<file path="config.mk">
export PLATFORM = sky130hd
export DESIGN_NAME = mcf_freq_meter
export DESIGN_NICKNAME = d
export VERILOG_FILES = /design/src/inc/mcf_pkg.sv /design/src/rtl/mcf_slow_sync.sv /design/src/rtl/mcf_window_cnt.sv /design/src/rtl/mcf_freq_meter.sv
export SDC_FILE = /design/constraint.sdc
export NUM_CORES = 1
export LEC_CHECK = 0
export ABC_AREA = 1
export BUFFER_PORTS_ARGS = -buffer_cell sky130_fd_sc_hd__clkbuf_2
export CORE_UTILIZATION = 55
export DETAILED_ROUTE_END_ITERATION = 10
export PLACE_DENSITY = 0.86
export SYNTH_ARGS = -nofsm -noshare
export SYNTH_HDL_FRONTEND = slang
export SYNTH_SLANG_ARGS = --single-unit
</file>
<file path="constraint.sdc">
create_clock -name i_ref_clk -period 2.79 [get_ports i_ref_clk]
set_clock_uncertainty 0.05 [all_clocks]
set_input_delay 0.4185 -clock i_ref_clk [delete_from_list [all_inputs] [get_ports i_ref_clk]]
set_output_delay 0.4185 -clock i_ref_clk [all_outputs]
set_load 0.1 [all_outputs]
</file>
<file path="src/inc/mcf_pkg.sv">
// Shared constants, types and helpers of the main clock frequency meter.
// Assumes one 25 MHz main clock domain; the slow clock is sampled as a pin.
package mcf_pkg;

  // Register byte addresses on the plain register port
  localparam logic [31:0] MCF_ADDR_SYS_CLK_STATUS = 32'h400e0408;
  localparam logic [31:0] MCF_ADDR_MAIN_CLK_FREQ = 32'h400e0424;
  localparam logic [31:0] MCF_ADDR_IRQ_STATUS = 32'h400e04f0;
  localparam logic [31:0] MCF_ADDR_IRQ_MASK = 32'h400e04f4;

  // Field layout
  localparam int MCF_COUNT_W = 16;        // Width of main_cycle_count
  localparam int MCF_VALID_BIT = 16;      // count_valid_flag position
  localparam int MCF_RESTART_BIT = 20;    // measure_restart position
  localparam int MCF_PCK_N = 3;           // Programmable clock outputs
  localparam int MCF_PCK_LSB = 8;         // First prog_clock_out_status bit
  localparam int MCF_IRQ_W = 2;           // Interrupt status width
  localparam int MCF_IRQ_DONE = 0;        // Measurement finished event
  localparam int MCF_IRQ_WPV = 1;         // Write refused by protection
  localparam int MCF_EDGE_W = 5;          // Slow edge counter width

  // Counts
  localparam logic [MCF_EDGE_W-1:0] MCF_SLOW_PERIODS = 5'h10;  // Window length

  // Values after reset
  localparam logic [MCF_COUNT_W-1:0] MCF_COUNT_RST = 16'h0000;
  localparam logic [MCF_IRQ_W-1:0] MCF_IRQ_RST = 2'h0;
  localparam logic [31:0] MCF_RDATA_RST = 32'h0000_0000;

  // Measurement sequencer states
  typedef enum logic [1:0] {
    MCF_ST_IDLE,       // Oscillator off, nothing measured
    MCF_ST_WAIT_EDGE,  // Waiting for the slow edge opening the window
    MCF_ST_COUNT,      // Window open, main cycles being counted
    MCF_ST_DONE        // Result held until restart or oscillator off
  } mcf_state_e;

  // Frequency result as it sits in the register
  typedef struct packed {
    logic valid;                     // count_valid_flag
    logic [MCF_COUNT_W-1:0] count;   // main_cycle_count
  } mcf_freq_s;

  // State of the slow clock synchroniser
  typedef struct packed {
    logic meta;   // First stage, read only by the second
    logic sync;   // Second stage
    logic prev;   // Delayed copy for edge detection
  } mcf_sync_s;

  // State of the window counter
  typedef struct packed {
    logic [MCF_COUNT_W-1:0] cycles;  // Main cycles inside the window
    logic [MCF_EDGE_W-1:0] edges;    // Slow edges seen inside the window
  } mcf_win_s;

  // State of the top module
  typedef struct packed {
    mcf_state_e state;                 // Sequencer state
    mcf_freq_s freq;                   // Published result
    logic [MCF_IRQ_W-1:0] irq_status;  // Sticky events
    logic [MCF_IRQ_W-1:0] irq_mask;    // Interrupt enables
    logic [31:0] rdata;                // Registered read data
  } mcf_main_s;

  // Saturating increment so an absurd clock never wraps to a small count
  function automatic logic [MCF_COUNT_W-1:0] mcf_sat_inc(
    input logic [MCF_COUNT_W-1:0] v
  );
    mcf_sat_inc = (&v) ? v : v + 16'h0001;
  endfunction : mcf_sat_inc

endpackage : mcf_pkg

</file>
<file path="src/rtl/mcf_slow_sync.sv">
// Two-stage synchroniser and rising edge detector for the slow clock.
// Assumes the slow clock is much slower than the main clock.
`timescale 1ns/1ns
module mcf_slow_sync
  import mcf_pkg::*;
(
  input wire logic i_ref_clk,   // Main clock
  input wire logic i_resetn,    // Synchronous reset, active low
  input wire logic i_ce,        // Clock enable, freezes state when low
  input wire logic i_slow_clk,  // Slow clock, asynchronous
  output logic o_slow_rise      // One-cycle pulse per slow rising edge
);

  mcf_sync_s r_reg;   // Registered state
  mcf_sync_s r_next;  // Next state

  // Shift the pin through two stages, then keep one more for the edge
  always_comb begin
    r_next = r_reg;
    r_next.meta = i_slow_clk;
    r_next.sync = r_reg.meta;
    r_next.prev = r_reg.sync;
  end

  // State register, frozen while the clock enable is low
  always_ff @(posedge i_ref_clk) begin
    if (!i_resetn) begin
      r_reg <= '0;
    end else if (i_ce) begin
      r_reg <= r_next;
    end
  end

  // Edge taken from stable stages only, never the first one
  assign o_slow_rise = i_ce & r_reg.sync & ~r_reg.prev;

endmodule : mcf_slow_sync

</file>
<file path="src/rtl/mcf_window_cnt.sv">
// Counts main clock cycles and slow edges while a window is open.
// Assumes the caller clears it at the edge that opens each window.
`timescale 1ns/1ns
module mcf_window_cnt
  import mcf_pkg::*;
(
  input wire logic i_ref_clk,                 // Main clock
  input wire logic i_resetn,                  // Synchronous reset, active low
  input wire logic i_ce,                      // Clock enable
  input wire logic i_clear,                   // Restart both counts from zero
  input wire logic i_count_en,                // Window open
  input wire logic i_slow_rise,               // Synchronised slow edge
  output logic [MCF_COUNT_W-1:0] o_cycles,    // Cycles counted so far
  output logic [MCF_EDGE_W-1:0] o_edges       // Slow edges counted so far
);

  mcf_win_s r_reg;   // Registered state
  mcf_win_s r_next;  // Next state

  // Clear has priority so a new window never inherits old cycles
  always_comb begin
    r_next = r_reg;
    if (i_clear) begin
      r_next = '0;
    end else if (i_count_en) begin
      r_next.cycles = mcf_sat_inc(r_reg.cycles);
      if (i_slow_rise) begin
        r_next.edges = r_reg.edges + 5'h01;
      end
    end
  end

  // State register
  always_ff @(posedge i_ref_clk) begin
    if (!i_resetn) begin
      r_reg <= '0;
    end else if (i_ce) begin
      r_reg <= r_next;
    end
  end

  assign o_cycles = r_reg.cycles;
  assign o_edges = r_reg.edges;

endmodule : mcf_window_cnt

</file>
<file path="src/rtl/mcf_freq_meter.sv">
// Main clock frequency meter with system clock status and interrupts.
// Assumes a plain register port on the main clock and a slow clock pin;
// oscillator enable, write protection and clock output enables come
// from logic on the main clock and are read without synchronisers.
`timescale 1ns/1ns

// Overview of operation
// RL1 - Count main cycles over sixteen slow periods
// RL2 - Ready flag low when invalid, off, restarted
// RL3 - Ready flag high after enable and result
// RL4 - Writing one restarts; zero does nothing
// RL5 - Load result exactly as ready rises
// RL6 - Measure whatever source drives main clock
// RL7 - Ignore frequency writes while write-protected
// RL8 - Software reads ready, then reads again
// RL9 - Status bits eight to ten show outputs
// RL10 - Synchronise slow edges, clear counter at start
module mcf_freq_meter
  import mcf_pkg::*;
(
  input wire logic i_ref_clk,                     // Main clock, 25 MHz
  input wire logic i_resetn,                      // Synchronous reset, low
  input wire logic i_ce,                          // Clock enable
  input wire logic i_slow_clk,                    // Slow clock pin
  input wire logic i_main_osc_en,                 // Main oscillator enabled
  input wire logic i_write_protect_en,            // write_protect_enable
  input wire logic [MCF_PCK_N-1:0] i_prog_clk_en, // Clock output enables
  input wire logic [31:0] i_addr,                 // Register byte address
  input wire logic [31:0] i_wdata,                // Write data
  input wire logic i_wr,                          // Write strobe
  input wire logic i_rd,                          // Read strobe
  output logic [31:0] o_rdata,                    // Read data, next cycle
  output logic o_irq,                             // Level interrupt
  output logic o_count_valid_flag,                // Result valid
  output logic [MCF_COUNT_W-1:0] o_main_cycle_count // Latest result
);

  mcf_main_s r_reg;   // Registered state
  mcf_main_s r_next;  // Next state

  logic slow_rise;                    // Synchronised slow edge pulse
  logic [MCF_COUNT_W-1:0] win_cycles; // Cycles in the open window
  logic [MCF_EDGE_W-1:0] win_edges;   // Slow edges in the open window
  logic win_clear;                    // Clear the window counter
  logic win_en;                       // Window open

  // Register port decode
  logic hit_sys;      // System clock status selected
  logic hit_freq;     // Frequency register selected
  logic hit_istat;    // Interrupt status selected
  logic hit_imask;    // Interrupt mask selected
  logic restart_req;  // Accepted restart write
  logic wp_refused;   // Frequency write refused by protection
  logic last_edge;    // This slow edge closes the window

  // Address compare, shared by every register
  function automatic logic addr_is(
    input logic [31:0] a,
    input logic [31:0] b
  );
    addr_is = (a == b);
  endfunction : addr_is

  // Read value of the frequency register; the restart bit reads zero
  function automatic logic [31:0] freq_word(input mcf_freq_s f);
    logic [31:0] w;
    w = 32'h0000_0000;
    w[MCF_COUNT_W-1:0] = f.count;
    w[MCF_VALID_BIT] = f.valid;
    freq_word = w;
  endfunction : freq_word

  // Slow clock crosses through two flops before any logic sees it
  mcf_slow_sync u_sync (
    .i_ref_clk(i_ref_clk),
    .i_resetn(i_resetn),
    .i_ce(i_ce),
    .i_slow_clk(i_slow_clk),
    .o_slow_rise(slow_rise)    // [RL10]
  );

  // Cycle and edge counting for the measurement window
  mcf_window_cnt u_win (
    .i_ref_clk(i_ref_clk),
    .i_resetn(i_resetn),
    .i_ce(i_ce),
    .i_clear(win_clear),
    .i_count_en(win_en),
    .i_slow_rise(slow_rise),
    .o_cycles(win_cycles),
    .o_edges(win_edges)
  );

  // Decode of the current access
  always_comb begin
    hit_sys = addr_is(i_addr, MCF_ADDR_SYS_CLK_STATUS);
    hit_freq = addr_is(i_addr, MCF_ADDR_MAIN_CLK_FREQ);
    hit_istat = addr_is(i_addr, MCF_ADDR_IRQ_STATUS);
    hit_imask = addr_is(i_addr, MCF_ADDR_IRQ_MASK);
    // Only a one in the restart bit counts; a zero is harmless
    restart_req = i_wr & hit_freq & i_wdata[MCF_RESTART_BIT]  // [RL4]
                  & ~i_write_protect_en;                        // [RL7]
    // Any write to the frequency register while locked is dropped
    wp_refused = i_wr & hit_freq & i_write_protect_en;          // [RL7]
  end

  // Window control derived from the sequencer state
  always_comb begin
    // Counter restarts at the edge that opens the window
    win_clear = (r_reg.state == MCF_ST_WAIT_EDGE) & slow_rise;  // [RL10]
    win_en = (r_reg.state == MCF_ST_COUNT);
    // The sixteenth edge after the opening edge ends the window
    last_edge = win_en & slow_rise
                & (win_edges == MCF_SLOW_PERIODS - 5'h01);      // [RL1]
  end

  // Sequencer, result register, interrupts and register port
  always_comb begin
    r_next = r_reg;
    // Read data stand for exactly one cycle after a read
    r_next.rdata = MCF_RDATA_RST;

    // Measurement sequencer
    case (r_reg.state)
      MCF_ST_IDLE: begin
        // A running oscillator starts a measurement by itself
        if (i_main_osc_en) begin
          r_next.state = MCF_ST_WAIT_EDGE;
        end
      end
      MCF_ST_WAIT_EDGE: begin
        // Align the window to a slow edge so its length is exact
        if (slow_rise) begin
          r_next.state = MCF_ST_COUNT;                           // [RL1]
        end
      end
      MCF_ST_COUNT: begin
        // Whatever source drives the main clock is what gets counted
        if (last_edge) begin
          r_next.state = MCF_ST_DONE;                            // [RL6]
          // Result and flag change together, so a reader never
          // sees the flag high over a stale count
          r_next.freq.count = mcf_sat_inc(win_cycles);          // [RL5]
          r_next.freq.valid = 1'b1;                              // [RL3]
          r_next.irq_status[MCF_IRQ_DONE] = 1'b1;
        end
      end
      MCF_ST_DONE: begin
        // Hold the result; it changes only through a new window
        r_next.state = MCF_ST_DONE;
      end
      default: begin
        r_next.state = MCF_ST_IDLE;
      end
    endcase

    // Restart throws the old result away and waits for a new window;
    // it wins over a window closing in the same cycle
    if (restart_req) begin
      r_next.state = MCF_ST_WAIT_EDGE;                           // [RL4]
      r_next.freq.valid = 1'b0;                                  // [RL2]
      if (last_edge) begin
        r_next.irq_status[MCF_IRQ_DONE] = r_reg.irq_status[MCF_IRQ_DONE];
        // The count may only move together with a rising flag
        r_next.freq.count = r_reg.freq.count;                    // [RL5]
      end
    end

    // A stopped oscillator drops the result flag and idles the sequencer, above all else
    if (!i_main_osc_en) begin
      r_next.state = MCF_ST_IDLE;
      r_next.freq.valid = 1'b0;                                  // [RL2]
      r_next.irq_status[MCF_IRQ_DONE] = r_reg.irq_status[MCF_IRQ_DONE];
      // A window closing as the oscillator stops is thrown away whole
      r_next.freq.count = r_reg.freq.count;                      // [RL5]
    end

    // Software write to the interrupt mask; the frequency register takes only the restart bit
    if (i_wr && hit_imask) begin
      r_next.irq_mask = i_wdata[MCF_IRQ_W-1:0];
    end

    // Registered read data; unmapped addresses read zero
    if (i_rd) begin
      if (hit_sys) begin
        // One bit per programmable clock output, high when enabled
        r_next.rdata[MCF_PCK_LSB +: MCF_PCK_N] = i_prog_clk_en;  // [RL9]
      end else if (hit_freq) begin
        r_next.rdata = freq_word(r_reg.freq);
      end else if (hit_istat) begin
        r_next.rdata[MCF_IRQ_W-1:0] = r_reg.irq_status;
      end else if (hit_imask) begin
        r_next.rdata[MCF_IRQ_W-1:0] = r_reg.irq_mask;
      end
    end

    // Reading the status clears it; events of this cycle survive
    if (i_rd && hit_istat) begin
      r_next.irq_status = r_next.irq_status & ~r_reg.irq_status;
      if (r_next.state == MCF_ST_DONE && r_reg.state == MCF_ST_COUNT) begin
        r_next.irq_status[MCF_IRQ_DONE] = 1'b1;
      end
    end

    // Refused writes are recorded so software can find the lockout
    if (wp_refused) begin
      r_next.irq_status[MCF_IRQ_WPV] = 1'b1;                     // [RL7]
    end
  end

  // State register; the whole block holds still while i_ce is low
  always_ff @(posedge i_ref_clk) begin
    if (!i_resetn) begin
      r_reg.state <= MCF_ST_IDLE;
      r_reg.freq.valid <= 1'b0;
      r_reg.freq.count <= MCF_COUNT_RST;
      r_reg.irq_status <= MCF_IRQ_RST;
      r_reg.irq_mask <= MCF_IRQ_RST;
      r_reg.rdata <= MCF_RDATA_RST;
    end else if (i_ce) begin
      r_reg <= r_next;
    end
  end

  // Outputs come straight from the state register
  assign o_rdata = r_reg.rdata;
  assign o_irq = |(r_reg.irq_status & r_reg.irq_mask);
  assign o_count_valid_flag = r_reg.freq.valid;                   // [RL2]
  assign o_main_cycle_count = r_reg.freq.count;                   // [RL8]

endmodule : mcf_freq_meter

</file>
==> results of run 1 <==
## cell type report
type,count,share of cell area [%]
repair buffers,82,10.04
flip-flops and latches,64,30.97
clock buffers,9,2.995
inverters,60,5.445
multi-input cells,389,45.73
well taps,77,2.329
clock inverters,7,2.480
## layer usage
layer,track usage (%),vias up,share of wire (%)
met2,41.94,101,47
met3,5.545,10,6.1
met1,29.62,1564,45
li1,-,1792,-
met4,8.012,0,1.3
met5,0,-,0
## critical path, delay by kind of cell (launching register included)
family                     cells  cell delay, ns
AOI/OAI and AO/OA              2            0.32
buffers and inverters          1            0.09
and+or+nand+nor                4            0.63
adders and majority gates      2            0.33
DFF                            1            0.38
## synthesized netlist by cell type (2+ instances only)
| cell type | number |
|---|---|
| sky130_fd_sc_hd__nor2_2 | 9 |
| sky130_fd_sc_hd__dfxtp_1 | 64 |
| sky130_fd_sc_hd__buf_4 | 49 |
| sky130_fd_sc_hd__ha_1 | 3 |
| sky130_fd_sc_hd__o21ai_0 | 11 |
| sky130_fd_sc_hd__inv_2 | 8 |
| sky130_fd_sc_hd__buf_2 | 2 |
| sky130_fd_sc_hd__clkbuf_1 | 7 |
| sky130_fd_sc_hd__nand3_1 | 24 |
| sky130_fd_sc_hd__nor4_1 | 3 |
| sky130_fd_sc_hd__xor2_1 | 10 |
| sky130_fd_sc_hd__buf_1 | 2 |
| sky130_fd_sc_hd__inv_1 | 52 |
| sky130_fd_sc_hd__buf_6 | 3 |
| sky130_fd_sc_hd__a21oi_1 | 47 |
| sky130_fd_sc_hd__nand3_4 | 2 |
| sky130_fd_sc_hd__nor2_1 | 64 |
| sky130_fd_sc_hd__nor3_1 | 9 |
| sky130_fd_sc_hd__nor2_4 | 4 |
| sky130_fd_sc_hd__nand2_2 | 8 |
| sky130_fd_sc_hd__nand4_1 | 12 |
| sky130_fd_sc_hd__a21oi_2 | 5 |
| sky130_fd_sc_hd__nand2_1 | 151 |
| sky130_fd_sc_hd__xnor2_1 | 3 |
## cell families after synthesis
kind of cell / after synthesis
and+or+nand+nor: 293
buffers and inverters: 124
AOI/OAI and AO/OA: 65
adders and majority gates: 3
other: 1
DFF: 64
xor gates and xnor gates: 13
## how the worst min path moves through the flow
stage	from	depth (start not counted)	slack, ns	endpoint
detailed placement	flop	2	0.41	flop
finish	i_slow_clk	3	0.24	u_sync.r_next[1]$_SDFFE_PN0P_
global placement	u_sync.r_reg[0]$_SDFFE_PN0P_	2	0.40	u_sync.r_reg[0]$_SDFFE_PN0P_
global route	i_slow_clk	3	0.28	u_sync.r_next[1]$_SDFFE_PN0P_
floorplan	flop	2	0.39	flop
CTS	i_slow_clk	3	0.24	u_sync.r_next[1]$_SDFFE_PN0P_
## through the flow
stage	hold slack [ns]	std cells
final	0.2438	688
after global routing	0.2819	688
after CTS	0.2381	688
after detailed placement	0.4077	672
after global placement	0.3995	672
after floorplan	0.3874	577
## power groups by stage
stage	clock network (W)	logic (W)	registers [W]
after floorplan	0	0.000158	0.000939
after global placement	0	0.000184	0.000939
after detailed placement	0	0.000188	0.000940
after CTS	0.000920	0.000188	0.000918
after global routing	0.000961	0.000203	0.000918
final	0.000914	0.000188	0.000918
==> metrics.txt, run 1 <==
# TYPE chip_impl_metric gauge
chip_impl_metric{name="p_leak",unit="nW"} 1.897
chip_impl_metric{name="post_cts.repair.setup_buffers",unit=""} 0
chip_impl_info{name="launch_point_of_the_worst_path",value="u_win.o_edges[0]$_SDFFE_PN0P_"} 1
chip_impl_metric{name="syn_inst",unit=""} 563
chip_impl_metric{name="cts.sinks",unit=""} 64
chip_impl_metric{name="ys_seq_elements",unit=""} 64
chip_impl_metric{name="warning_count_from_the_yosys_run",unit=""} 0
chip_impl_metric{name="antenna_found_initial",unit=""} 0
chip_impl_metric{name="layout-drive-gt1-share",unit="%"} 22.91
chip_impl_metric{name="ant_nets",unit=""} 0
chip_impl_metric{name="p_sw_share",unit="%"} 27.46
chip_impl_metric{name="global_route.usage.total",unit="%"} 24.20
chip_impl_metric{name="netlist.area_leader.share",unit="%"} 33.66
chip_impl_metric{name="design.final.nets",unit=""} 684
chip_impl_metric{name="detail_route.drc_violations",unit=""} 0
chip_impl_metric{name="firstDrtPassIters",unit=""} 4
chip_impl_metric{name="htree_num_levels",unit=""} 3
chip_impl_info{name="path_class",value="reg -> reg"} 1
chip_impl_metric{name="n_antenna_cell",unit=""} 0
chip_impl_metric{name="post_synth_xor_area_fraction",unit="%"} 2.991
chip_impl_metric{name="dr_total_vias",unit=""} 3467
chip_impl_metric{name="power_per_cell_area",unit="nW/um2"} 488.3
chip_impl_info{name="worst_path_max_delay_cell",value="sky130_fd_sc_hd__dfxtp_1"} 1
chip_impl_metric{name="post_synth_fa_ha_maj_area_fraction",unit="%"} 0.9862
chip_impl_info{name="synth_top_family_by_area",value="simple AND/OR/NAND/NOR gates"} 1
chip_impl_metric{name="clock_latency",unit="ns"} 0.35
chip_impl_metric{name="max-cap-violations",unit=""} 0
chip_impl_metric{name="fin_tns_setup",unit="ns"} 0
chip_impl_metric{name="die_height",unit="um"} 85.19
chip_impl_metric{name="totalWireLength",unit="um"} 8269
chip_impl_metric{name="post-layout-total-power",unit="W"} 0.002020
chip_impl_info{name="setup_repair_after_global_routing_missed_its_margin",value="false"} 1
chip_impl_metric{name="drt_iter0_drc",unit=""} 234
chip_impl_metric{name="area_growth_syn_to_layout",unit="%"} 8.679
chip_impl_metric{name="cts-root-to-sink-buffers",unit=""} 2
chip_impl_metric{name="maxClockFrequency",unit="MHz"} 518.9
chip_impl_info{name="most_common_library_cell_in_the_layout_ignoring_fill_and_taps",value="sky130_fd_sc_hd__nand2_1"} 1
chip_impl_metric{name="async_reset_ff_share",unit="%"} 0
chip_impl_metric{name="cpPeakStageDelay",unit="ns"} 0.38
chip_impl_info{name="run_status",value="completed"} 1
chip_impl_metric{name="wire_length_of_the_first_global_routing_pass",unit="um"} 14080
chip_impl_metric{name="cellInternalPower",unit="W"} 0.001465
chip_impl_metric{name="max-slew-margin-rel",unit="%"} 43.84
chip_impl_metric{name="clock_edge_transition_at_the_registers_on_the_reported_setup_and_hold_paths",unit="ns"} 0.08
chip_impl_info{name="tritoncts",value="done"} 1
chip_impl_metric{name="arrival",unit="ns"} 2.12
chip_impl_metric{name="report.final.hold_viol_count",unit=""} 0
chip_impl_metric{name="first_global_vias",unit=""} 3246
chip_impl_info{name="leading_cell_types_in_the_layout_fill_and_taps_excluded",value="sky130_fd_sc_hd__nand2_1, sky130_fd_sc_hd__clkbuf_2, sky130_fd_sc_hd__nor2_1, sky130_fd_sc_hd__dfxtp_1, sky130_fd_sc_hd__inv_1"} 1
chip_impl_metric{name="area.sequential",unit="um2"} 1281
chip_impl_metric{name="multi_input_comb_area",unit="um2"} 1892
chip_impl_metric{name="synth.cell_area",unit="um2"} 3806
chip_impl_metric{name="comb_power_share",unit="%"} 9.3
chip_impl_metric{name="placementRows",unit=""} 29
chip_impl_metric{name="boundary_pins",unit=""} 125
chip_impl_metric{name="avgViaCountPerCell",unit=""} 5.039
chip_impl_metric{name="min_period_over_period",unit="%"} 69.08
chip_impl_metric{name="place_worst_setup_slack",unit="ns"} 0.6841
chip_impl_metric{name="vdd.ir_drop.worst",unit="mV"} 0.2374
chip_impl_metric{name="grt_overflow_total",unit=""} 0
chip_impl_metric{name="avgSynthCellArea",unit="um2"} 6.760
chip_impl_metric{name="post_drt_wl_per_cell",unit="um"} 12.02
chip_impl_metric{name="synth_cell_types",unit=""} 35
chip_impl_info{name="path_common_cell",value="sky130_fd_sc_hd__ha_1"} 1
chip_impl_metric{name="setup-violations-final",unit=""} 0
chip_impl_info{name="post-synth-top-area-cell",value="sky130_fd_sc_hd__dfxtp_1"} 1
chip_impl_metric{name="synth_edf_count",unit=""} 0
chip_impl_metric{name="pwr-share-clk",unit="%"} 45.2
chip_impl_metric{name="fin_util",unit="%"} 63.33
chip_impl_metric{name="final.fill_count",unit=""} 595
chip_impl_metric{name="setup_slack",unit="ns"} 0.8628
chip_impl_metric{name="power.sequential.fraction",unit="%"} 45.5
chip_impl_metric{name="critical_path.max_fanout",unit=""} 28
chip_impl_metric{name="postCtsHoldBufs",unit=""} 0
chip_impl_info{name="critical_path.endpoint_type",value="flop"} 1
chip_impl_metric{name="synthSimpleGateAreaFrac",unit="%"} 35.01
chip_impl_metric{name="postLayoutCellArea",unit="um2"} 4136
chip_impl_metric{name="tightest_slew",unit="ns"} 0.8412
chip_impl_metric{name="placement.io_buffers",unit=""} 80
chip_impl_info{name="r2r-start",value="u_win.o_edges[0]$_SDFFE_PN0P_"} 1
chip_impl_metric{name="coreArea",unit="um2"} 6531
chip_impl_info{name="hold_removal_path_class",value="in -> reg"} 1
chip_impl_metric{name="placed_cell_area",unit="um2"} 3910
chip_impl_metric{name="seq_area_frac_synth",unit="%"} 33.66
chip_impl_info{name="synth-main-ff-cell",value="sky130_fd_sc_hd__dfxtp_1"} 1
chip_impl_metric{name="numCtsBuffers",unit=""} 9
chip_impl_metric{name="rrSetupSlack",unit="ns"} 0.86
chip_impl_info{name="timing.critical_path.from_type",value="flop"} 1
chip_impl_info{name="critical_path.cell_chain",value="ha_1 > nand2_1 > nor2_1 > ha_1 > inv_1 > nor2_8 > nand3_4 > o21ai_0 > a21oi_1"} 1
chip_impl_metric{name="chipWidth",unit="um"} 85.19
chip_impl_info{name="top_area_cells_in_the_synthesized_netlist",value="sky130_fd_sc_hd__dfxtp_1, sky130_fd_sc_hd__nand2_1, sky130_fd_sc_hd__buf_4"} 1
chip_impl_metric{name="effective_utilization_at_floorplan",unit="%"} 58.28
chip_impl_metric{name="synth_compound_area_share",unit="%"} 9.237
chip_impl_metric{name="globalplace.congestion",unit=""} 0.9393
chip_impl_metric{name="timing_max_transition_violations_final",unit=""} 0
chip_impl_metric{name="floorplan.die_area",unit="um2"} 7257
chip_impl_metric{name="worst-endpoint-required",unit="ns"} 2.98
chip_impl_metric{name="post-route-min-period",unit="ns"} 1.927
chip_impl_metric{name="postCtsResizedCells",unit=""} 0
chip_impl_info{name="cts_root_buf",value="sky130_fd_sc_hd__clkbuf_8"} 1
chip_impl_metric{name="power.switching",unit="W"} 0.0005546
chip_impl_metric{name="synth_mux_area_share",unit="%"} 0
chip_impl_metric{name="post-dp-hpwl",unit="um"} 6129
chip_impl_metric{name="ff2ff_path_depth",unit=""} 9
chip_impl_metric{name="grt_max_degree",unit=""} 47
Power figures use the tool's default switching activity.
==> run 2, diff against run 1 <==
Settings changed: CORE_UTILIZATION 55 to 51, PLACE_DENSITY 0.86 to 0.8.
Clock period 2.79 ns to 1.82 ns, I/O delays scaled along.
==> metrics.txt, run 2 (synthesis results as in run 1) <==
# TYPE chip_impl_metric gauge
chip_impl_metric{name="post-layout-total-power",unit="W"} 0.003107
chip_impl_metric{name="grt_overflow_total",unit=""} 0
chip_impl_info{name="most_common_library_cell_in_the_layout_ignoring_fill_and_taps",value="sky130_fd_sc_hd__nand2_1"} 1
chip_impl_info{name="critical_path.endpoint_type",value="flop"} 1
chip_impl_metric{name="min_period_over_period",unit="%"} 92.29
chip_impl_metric{name="n_antenna_cell",unit=""} 0
chip_impl_metric{name="setup-violations-final",unit=""} 0
chip_impl_metric{name="critical_path.max_fanout",unit=""} 4
chip_impl_info{name="setup_repair_after_global_routing_missed_its_margin",value="false"} 1
chip_impl_metric{name="p_leak",unit="nW"} 1.994
chip_impl_metric{name="worst-endpoint-required",unit="ns"} 2.03
chip_impl_metric{name="area_growth_syn_to_layout",unit="%"} 14.56
chip_impl_metric{name="layout-drive-gt1-share",unit="%"} 26.15
chip_impl_info{name="path_class",value="reg -> reg"} 1
chip_impl_info{name="hold_path.startpoint",value="i_slow_clk"} 1
chip_impl_metric{name="placement.io_buffers",unit=""} 80
chip_impl_metric{name="cts.sinks",unit=""} 64
chip_impl_metric{name="rrSetupSlack",unit="ns"} 0.14
chip_impl_metric{name="post-dp-hpwl",unit="um"} 6162
chip_impl_metric{name="hold_path_stages",unit=""} 3
chip_impl_metric{name="vdd.ir_drop.worst",unit="mV"} 0.3491
chip_impl_metric{name="numCtsBuffers",unit=""} 9
chip_impl_metric{name="firstDrtPassIters",unit=""} 5
chip_impl_metric{name="antenna_found_initial",unit=""} 0
chip_impl_metric{name="post_drt_wl_per_cell",unit="um"} 12.03
chip_impl_metric{name="max-slew-margin-rel",unit="%"} 62.30
chip_impl_metric{name="die_height",unit="um"} 88.39
chip_impl_metric{name="effective_utilization_at_floorplan",unit="%"} 52.76
chip_impl_metric{name="avgViaCountPerCell",unit=""} 4.884
chip_impl_metric{name="placementRows",unit=""} 31
chip_impl_metric{name="globalplace.congestion",unit=""} 0.9667
chip_impl_metric{name="max-cap-violations",unit=""} 0
chip_impl_metric{name="floorplan.die_area",unit="um2"} 7813
chip_impl_metric{name="wire_length_of_the_first_global_routing_pass",unit="um"} 14350
chip_impl_info{name="timing.critical_path.from_type",value="flop"} 1
chip_impl_info{name="min_delay_worst_endpoint",value="u_sync.r_next[1]$_SDFFE_PN0P_"} 1
chip_impl_metric{name="design.final.nets",unit=""} 704
chip_impl_info{name="leading_cell_types_in_the_layout_fill_and_taps_excluded",value="sky130_fd_sc_hd__nand2_1, sky130_fd_sc_hd__clkbuf_2, sky130_fd_sc_hd__nor2_1, sky130_fd_sc_hd__dfxtp_1, sky130_fd_sc_hd__inv_1"} 1
chip_impl_metric{name="clock_latency",unit="ns"} 0.36
chip_impl_metric{name="drt_iter0_drc",unit=""} 245
chip_impl_metric{name="ant_nets",unit=""} 0
chip_impl_info{name="cts_root_buf",value="sky130_fd_sc_hd__clkbuf_8"} 1
chip_impl_metric{name="detail_route.drc_violations",unit=""} 0
chip_impl_metric{name="postCtsHoldBufs",unit=""} 0
chip_impl_metric{name="report.final.hold_viol_count",unit=""} 0
chip_impl_metric{name="first_global_vias",unit=""} 3269
chip_impl_metric{name="ff2ff_path_depth",unit=""} 8
chip_impl_info{name="r2r-start",value="u_win.o_cycles[1]$_SDFFE_PN0P_"} 1
chip_impl_metric{name="htree_num_levels",unit=""} 3
chip_impl_metric{name="post-route-min-period",unit="ns"} 1.680
chip_impl_metric{name="coreArea",unit="um2"} 7214
chip_impl_metric{name="clock_edge_transition_at_the_registers_on_the_reported_setup_and_hold_paths",unit="ns"} 0.08
chip_impl_metric{name="maxClockFrequency",unit="MHz"} 595.4
chip_impl_info{name="run_status",value="completed"} 1
chip_impl_metric{name="timing_max_transition_violations_final",unit=""} 0
chip_impl_info{name="hold_removal_path_class",value="in -> reg"} 1
chip_impl_metric{name="power_per_cell_area",unit="nW/um2"} 712.6
chip_impl_metric{name="final.fill_count",unit=""} 693
chip_impl_metric{name="arrival",unit="ns"} 1.89
chip_impl_metric{name="tightest_slew",unit="ns"} 0.5642
chip_impl_metric{name="boundary_pins",unit=""} 125
chip_impl_metric{name="global_route.usage.total",unit="%"} 23.52
chip_impl_metric{name="grt_max_degree",unit=""} 47
chip_impl_metric{name="final_worst_hold_slack",unit="ns"} 0.1171
chip_impl_info{name="tritoncts",value="done"} 1
chip_impl_metric{name="fin_tns_setup",unit="ns"} 0
chip_impl_metric{name="dr_total_vias",unit=""} 3565
chip_impl_metric{name="chipWidth",unit="um"} 88.39
chip_impl_metric{name="totalWireLength",unit="um"} 8783
chip_impl_metric{name="cts-root-to-sink-buffers",unit=""} 2
## run 2: cell types whose count changed in the layout (fill, tap and decap cells not counted), sizes merged
cell   previous run  this run
buf               2        20
nand3            27        29
## run 2: metal layers
| metal | up-vias | global-route usage (%) | wire length, um |
|---|---|---|---|
| li1 | 1844 | - | - |
| met1 | 1602 | 29.21 | 4040 |
| met2 | 109 | 39.79 | 4174 |
| met3 | 10 | 5.224 | 458 |
| met4 | 0 | 8.944 | 110 |
| met5 | - | 0 | 0 |
## run 2: worst max-delay path by stage
stage | slack [ns] | from | end
after detailed placement | -0.03 | u_win.o_edges[0]$_SDFFE_PN0P_ | flop
after CTS | 0.03 | u_win.o_edges[0]$_SDFFE_PN0P_ | flop
after floorplan | 0.19 | u_win.o_cycles[0]$_SDFFE_PN0P_ | flop
after global routing | 0.02 | u_sync.r_next[0]$_SDFFE_PN0P_ | u_win.o_cycles[6]$_SDFFE_PN0P_
after global placement | 0.02 | u_win.o_edges[0]$_SDFFE_PN0P_ | flop
final | 0.14 | u_win.o_cycles[1]$_SDFFE_PN0P_ | flop
## run 2: power breakdown
part | internal, W | switching [W] | total, W
sequential | 0.00140 | 0.00000304 | 0.00141
clock | 0.000784 | 0.000616 | 0.00140
combinational | 0.0000651 | 0.000235 | 0.000300
## run 2: final cells by class
class / count / area, um2 / share of cell area [%]
multi-input cells: 391 / 1939 / 44.48
repair buffers: 100 / 563.0 / 12.91
clock buffers: 9 / 123.9 / 2.841
inverters: 60 / 225.2 / 5.165
flip-flops and latches: 64 / 1282 / 29.41
well taps: 99 / 123.9 / 2.841
clock inverters: 7 / 102.6 / 2.353
## run 2: worst max-delay path, cell delays in order, from the launching register on
cell	delay [ns]
sky130_fd_sc_hd__dfxtp_1	0.36
sky130_fd_sc_hd__ha_1	0.20
sky130_fd_sc_hd__nand2_2	0.10
sky130_fd_sc_hd__nor3_1	0.32
sky130_fd_sc_hd__nand3_1	0.14
sky130_fd_sc_hd__xor2_1	0.16
sky130_fd_sc_hd__nand2_1	0.09
sky130_fd_sc_hd__nor2_1	0.11
sky130_fd_sc_hd__nor2_1	0.05
## run 2: timing repair
item,in CTS,in global routing
resized for setup,0,6
hold endpoints to repair,0,0
gates cloned,1,1
endpoints found under the setup margin,6,20
pin swaps,1,1
buffers inserted,0,0
## run 2: stage by stage
step	cell area (um2)	cells	setup slack (ns)	utilization [%]
6_report	4360	730	0.1404	60.44
2_1_floorplan	3862	577	0.1880	-
3_3_place_gp	4089	712	0.02183	56.68
5_1_grt	4360	730	0.01690	60.44
4_1_cts	4325	729	0.03397	59.95
3_5_place_dp	4089	712	-0.03104	56.68
==> run 3, diff against run 2 <==
Settings changed: CORE_UTILIZATION 51 to 53, PLACE_DENSITY 0.8 to 0.81, SYNTH_HIERARCHICAL set to 1.
==> metrics.txt, run 3 <==
# TYPE chip_impl_metric gauge
chip_impl_metric{name="met1_length",unit="um"} 4361
chip_impl_metric{name="fin_util",unit="%"} 63.63
chip_impl_metric{name="syn_inst",unit=""} 672
chip_impl_metric{name="vdd.ir_drop.worst",unit="mV"} 0.2812
chip_impl_metric{name="coreArea",unit="um2"} 7848
chip_impl_metric{name="ant_nets",unit=""} 0
chip_impl_info{name="run_status",value="completed"} 1
chip_impl_metric{name="timing_max_transition_violations_final",unit=""} 0
chip_impl_info{name="cts_root_buf",value="sky130_fd_sc_hd__clkbuf_8"} 1
chip_impl_metric{name="post-place-cells",unit=""} 838
chip_impl_info{name="hold_removal_path_class",value="in -> reg"} 1
chip_impl_metric{name="boundary_pins",unit=""} 125
chip_impl_metric{name="max-cap-violations",unit=""} 0
chip_impl_metric{name="cts.sinks",unit=""} 64
chip_impl_info{name="path_class",value="reg -> reg"} 1
chip_impl_metric{name="met3_length",unit="um"} 549
chip_impl_metric{name="detail_route.drc_violations",unit=""} 0
chip_impl_metric{name="cts-root-to-sink-buffers",unit=""} 2
chip_impl_metric{name="firstDrtPassIters",unit=""} 5
chip_impl_metric{name="post_layout_nonfiller_instances",unit=""} 855
chip_impl_metric{name="placement.io_buffers",unit=""} 80
chip_impl_metric{name="seq_area_frac_synth",unit="%"} 29.48
chip_impl_metric{name="wl_met2",unit="um"} 4674
chip_impl_info{name="top_area_cells_in_the_synthesized_netlist",value="sky130_fd_sc_hd__dfxtp_1, sky130_fd_sc_hd__nand2_1, sky130_fd_sc_hd__buf_4"} 1
chip_impl_info{name="synth-main-ff-cell",value="sky130_fd_sc_hd__dfxtp_1"} 1
chip_impl_metric{name="power.sequential.fraction",unit="%"} 51.7
chip_impl_info{name="leading_cell_types_in_the_layout_fill_and_taps_excluded",value="sky130_fd_sc_hd__nand2_1, sky130_fd_sc_hd__inv_1, sky130_fd_sc_hd__nor2_1, sky130_fd_sc_hd__clkbuf_2, sky130_fd_sc_hd__dfxtp_1"} 1
chip_impl_metric{name="post_drt_wl_per_cell",unit="um"} 11.39
chip_impl_info{name="min_delay_worst_endpoint",value="u_sync/r_next[1]$_SDFFE_PN0P_"} 1
chip_impl_metric{name="grt_max_degree",unit=""} 23
chip_impl_metric{name="clock_edge_transition_at_the_registers_on_the_reported_setup_and_hold_paths",unit="ns"} 0.07
chip_impl_metric{name="ff2ff_path_depth",unit=""} 7
chip_impl_metric{name="totalWireLength",unit="um"} 9741
chip_impl_metric{name="wire_length_of_the_first_global_routing_pass",unit="um"} 16730
chip_impl_metric{name="design.final.nets",unit=""} 827
chip_impl_metric{name="placementRows",unit=""} 32
chip_impl_metric{name="floorplan.die_area",unit="um2"} 8567
chip_impl_metric{name="setup-violations-final",unit=""} 0
chip_impl_metric{name="effective_utilization_at_floorplan",unit="%"} 55.39
chip_impl_metric{name="synth_cell_types",unit=""} 43
chip_impl_metric{name="cellInternalPower",unit="W"} 0.001969
chip_impl_info{name="post_synth_most_frequent_cells",value="sky130_fd_sc_hd__nand2_1, sky130_fd_sc_hd__inv_1, sky130_fd_sc_hd__nor2_1"} 1
chip_impl_info{name="most_common_library_cell_in_the_layout_ignoring_fill_and_taps",value="sky130_fd_sc_hd__nand2_1"} 1
chip_impl_metric{name="avgSynthCellArea",unit="um2"} 6.468
chip_impl_metric{name="grt_overflow_total",unit=""} 0
chip_impl_metric{name="ys_seq_elements",unit=""} 64
chip_impl_info{name="critical_path.endpoint_type",value="flop"} 1
chip_impl_metric{name="synth_edf_count",unit=""} 0
chip_impl_info{name="hold_path.startpoint",value="i_slow_clk"} 1
chip_impl_info{name="top_layer_used",value="met4"} 1
chip_impl_metric{name="multi_input_comb_area",unit="um2"} 2356
chip_impl_metric{name="comb_power_share",unit="%"} 11.9
chip_impl_metric{name="async_reset_ff_share",unit="%"} 0
chip_impl_info{name="timing.critical_path.from_type",value="flop"} 1
chip_impl_metric{name="power.switching",unit="W"} 0.0007753
chip_impl_metric{name="n_antenna_cell",unit=""} 0
chip_impl_metric{name="synth.cell_area",unit="um2"} 4347
chip_impl_metric{name="postCtsHoldBufs",unit=""} 0
chip_impl_metric{name="htree_num_levels",unit=""} 3
chip_impl_metric{name="p_sw_share",unit="%"} 28.25
chip_impl_metric{name="globalplace.congestion",unit=""} 0.9208
chip_impl_metric{name="min_period_over_period",unit="%"} 94.98
chip_impl_metric{name="maxClockFrequency",unit="MHz"} 578.5
chip_impl_metric{name="report.final.hold_viol_count",unit=""} 0
chip_impl_metric{name="clock_latency",unit="ns"} 0.34
chip_impl_metric{name="final.fill_count",unit=""} 713
chip_impl_metric{name="p_leak",unit="nW"} 2.474
chip_impl_metric{name="post-route-min-period",unit="ns"} 1.729
chip_impl_metric{name="critical_path.max_fanout",unit=""} 6
chip_impl_metric{name="die_height",unit="um"} 92.56
chip_impl_metric{name="tightest_slew",unit="ns"} 0.5650
chip_impl_metric{name="area_growth_syn_to_layout",unit="%"} 14.88
chip_impl_metric{name="antenna_found_initial",unit=""} 0
chip_impl_metric{name="rrSetupSlack",unit="ns"} 0.09
chip_impl_metric{name="dr_total_vias",unit=""} 4197
chip_impl_info{name="r2r-start",value="u_win/o_cycles[3]$_SDFFE_PN0P_"} 1
chip_impl_metric{name="avgViaCountPerCell",unit=""} 4.909
chip_impl_info{name="post-synth-top-area-cell",value="sky130_fd_sc_hd__dfxtp_1"} 1
chip_impl_metric{name="first_global_vias",unit=""} 3959
chip_impl_metric{name="pwr-share-clk",unit="%"} 36.4
chip_impl_metric{name="power_per_cell_area",unit="nW/um2"} 549.5
chip_impl_metric{name="arrival",unit="ns"} 1.91
chip_impl_info{name="tritoncts",value="done"} 1
chip_impl_metric{name="layout-drive-gt1-share",unit="%"} 26.29
chip_impl_metric{name="setup_slack",unit="ns"} 0.09131
chip_impl_metric{name="max-slew-margin-rel",unit="%"} 62.50
chip_impl_metric{name="numCtsBuffers",unit=""} 9
chip_impl_metric{name="hold_path_stages",unit=""} 3
chip_impl_metric{name="place_worst_setup_slack",unit="ns"} -0.03790
chip_impl_metric{name="area.sequential",unit="um2"} 1284
chip_impl_metric{name="final_worst_hold_slack",unit="ns"} 0.1058
chip_impl_metric{name="drt_iter0_drc",unit=""} 171
chip_impl_metric{name="global_route.usage.total",unit="%"} 23.95
chip_impl_metric{name="netlist.area_leader.share",unit="%"} 29.48
chip_impl_metric{name="chipWidth",unit="um"} 92.56
chip_impl_metric{name="post-dp-hpwl",unit="um"} 7519
chip_impl_info{name="yosys.cell_count.top_type",value="sky130_fd_sc_hd__nand2_1"} 1
chip_impl_metric{name="warning_count_from_the_yosys_run",unit=""} 6
chip_impl_metric{name="worst-endpoint-required",unit="ns"} 2.00
run 3: cell types whose count changed after synthesis, sizes merged, moves of 6 or more:
cell | before | now
inv | 60 | 101
nor2 | 78 | 105
o21ai | 12 | 31
nand3 | 27 | 45
a21oi | 52 | 37
nand2 | 159 | 172
xor2 | 10 | 4
run 3: worst max-delay path by stage:
| stage | start | end | slack [ns] | cells after the start |
|---|---|---|---|---|
| 3_5_place_dp | i_ce | u_win/o_cycles[15]$_SDFFE_PN0P_ | -0.04 | 14 |
| 6_report | u_win/o_cycles[3]$_SDFFE_PN0P_ | flop | 0.09 | 7 |
| 3_3_place_gp | i_ce | u_win/o_cycles[15]$_SDFFE_PN0P_ | -0.01 | 14 |
| 2_1_floorplan | u_sync/r_next[0]$_SDFFE_PN0P_ | u_win/o_edges[4]$_SDFFE_PN0P_ | 0.005 | 12 |
| 4_1_cts | u_win/o_cycles[0]$_SDFFE_PN0P_ | flop | 0.02 | 9 |
| 5_1_grt | u_win/o_cycles[0]$_SDFFE_PN0P_ | flop | -0.04 | 9 |
run 3: stage by stage:
step | power, W | cell area [um2] | TNS, ns
floorplan | 0.001702 | 4403 | 0
global placement | 0.001762 | 4728 | -0.01301
detailed placement | 0.001769 | 4728 | -0.3203
CTS | 0.002757 | 4882 | 0
global route | 0.002856 | 4994 | -0.09987
finish | 0.002744 | 4994 | 0
run 3: layout make-up:
| type | instances | share of cell area [%] |
|---|---|---|
| multi-input combinational | 456 | 47.18 |
| sequential | 64 | 25.71 |
| clock buffer | 11 | 2.631 |
| timing repair buffer | 116 | 13.76 |
| inverter | 102 | 7.717 |
| tap | 102 | 2.556 |
| clock inverter | 4 | 0.4510 |
run 3: power groups by stage:
stage / Clock (W) / Combinational [W] / Sequential (W)
4_1_cts: 0.00102 / 0.000321 / 0.00142
3_3_place_gp: 0 / 0.000314 / 0.00145
6_report: 0.000999 / 0.000327 / 0.00142
5_1_grt: 0.00109 / 0.000351 / 0.00142
2_1_floorplan: 0 / 0.000255 / 0.00145
3_5_place_dp: 0 / 0.000320 / 0.00145
run 3: worst max-delay path, stage by stage (launching register included):
cell                      delay [ns]
sky130_fd_sc_hd__dfxtp_1        0.45
sky130_fd_sc_hd__inv_1          0.13
sky130_fd_sc_hd__nor3_2         0.24
sky130_fd_sc_hd__nand2_1        0.18
sky130_fd_sc_hd__o21ai_0        0.19
sky130_fd_sc_hd__nand3_1        0.13
sky130_fd_sc_hd__o21ai_0        0.19
sky130_fd_sc_hd__nor2_1         0.06
run 3: cells by family (layout without fill, tap and decap cells):
| family | Yosys count | in the layout | share of synthesized area, % |
|---|---|---|---|
| fa+ha+maj | 3 | 3 | 0.8636 |
| simple gates | 355 | 355 | 38.26 |
| flops | 64 | 64 | 29.48 |
| mux | 1 | 1 | 0.2590 |
| buf+inv | 166 | 233 | 19.63 |
| compound gates | 76 | 76 | 10.22 |
| xor+xnor | 6 | 6 | 1.209 |
| other cells | 1 | 15 | 0.08627 |
run 3: per-layer routing:
| metal | vias up | GRT usage [%] |
|---|---|---|
| li1 | 2184 | - |
| met1 | 1858 | 28.30 |
| met2 | 137 | 42.53 |
| met3 | 18 | 4.023 |
| met4 | 0 | 10.03 |
| met5 | - | 0 |
run 3: timing repair:
| action | 4_1_cts | 5_1_grt |
|---|---|---|
| endpoints found under the setup margin | 0 | 34 |
| setup buffers | 0 | 2 |
| resized for setup | 0 | 28 |
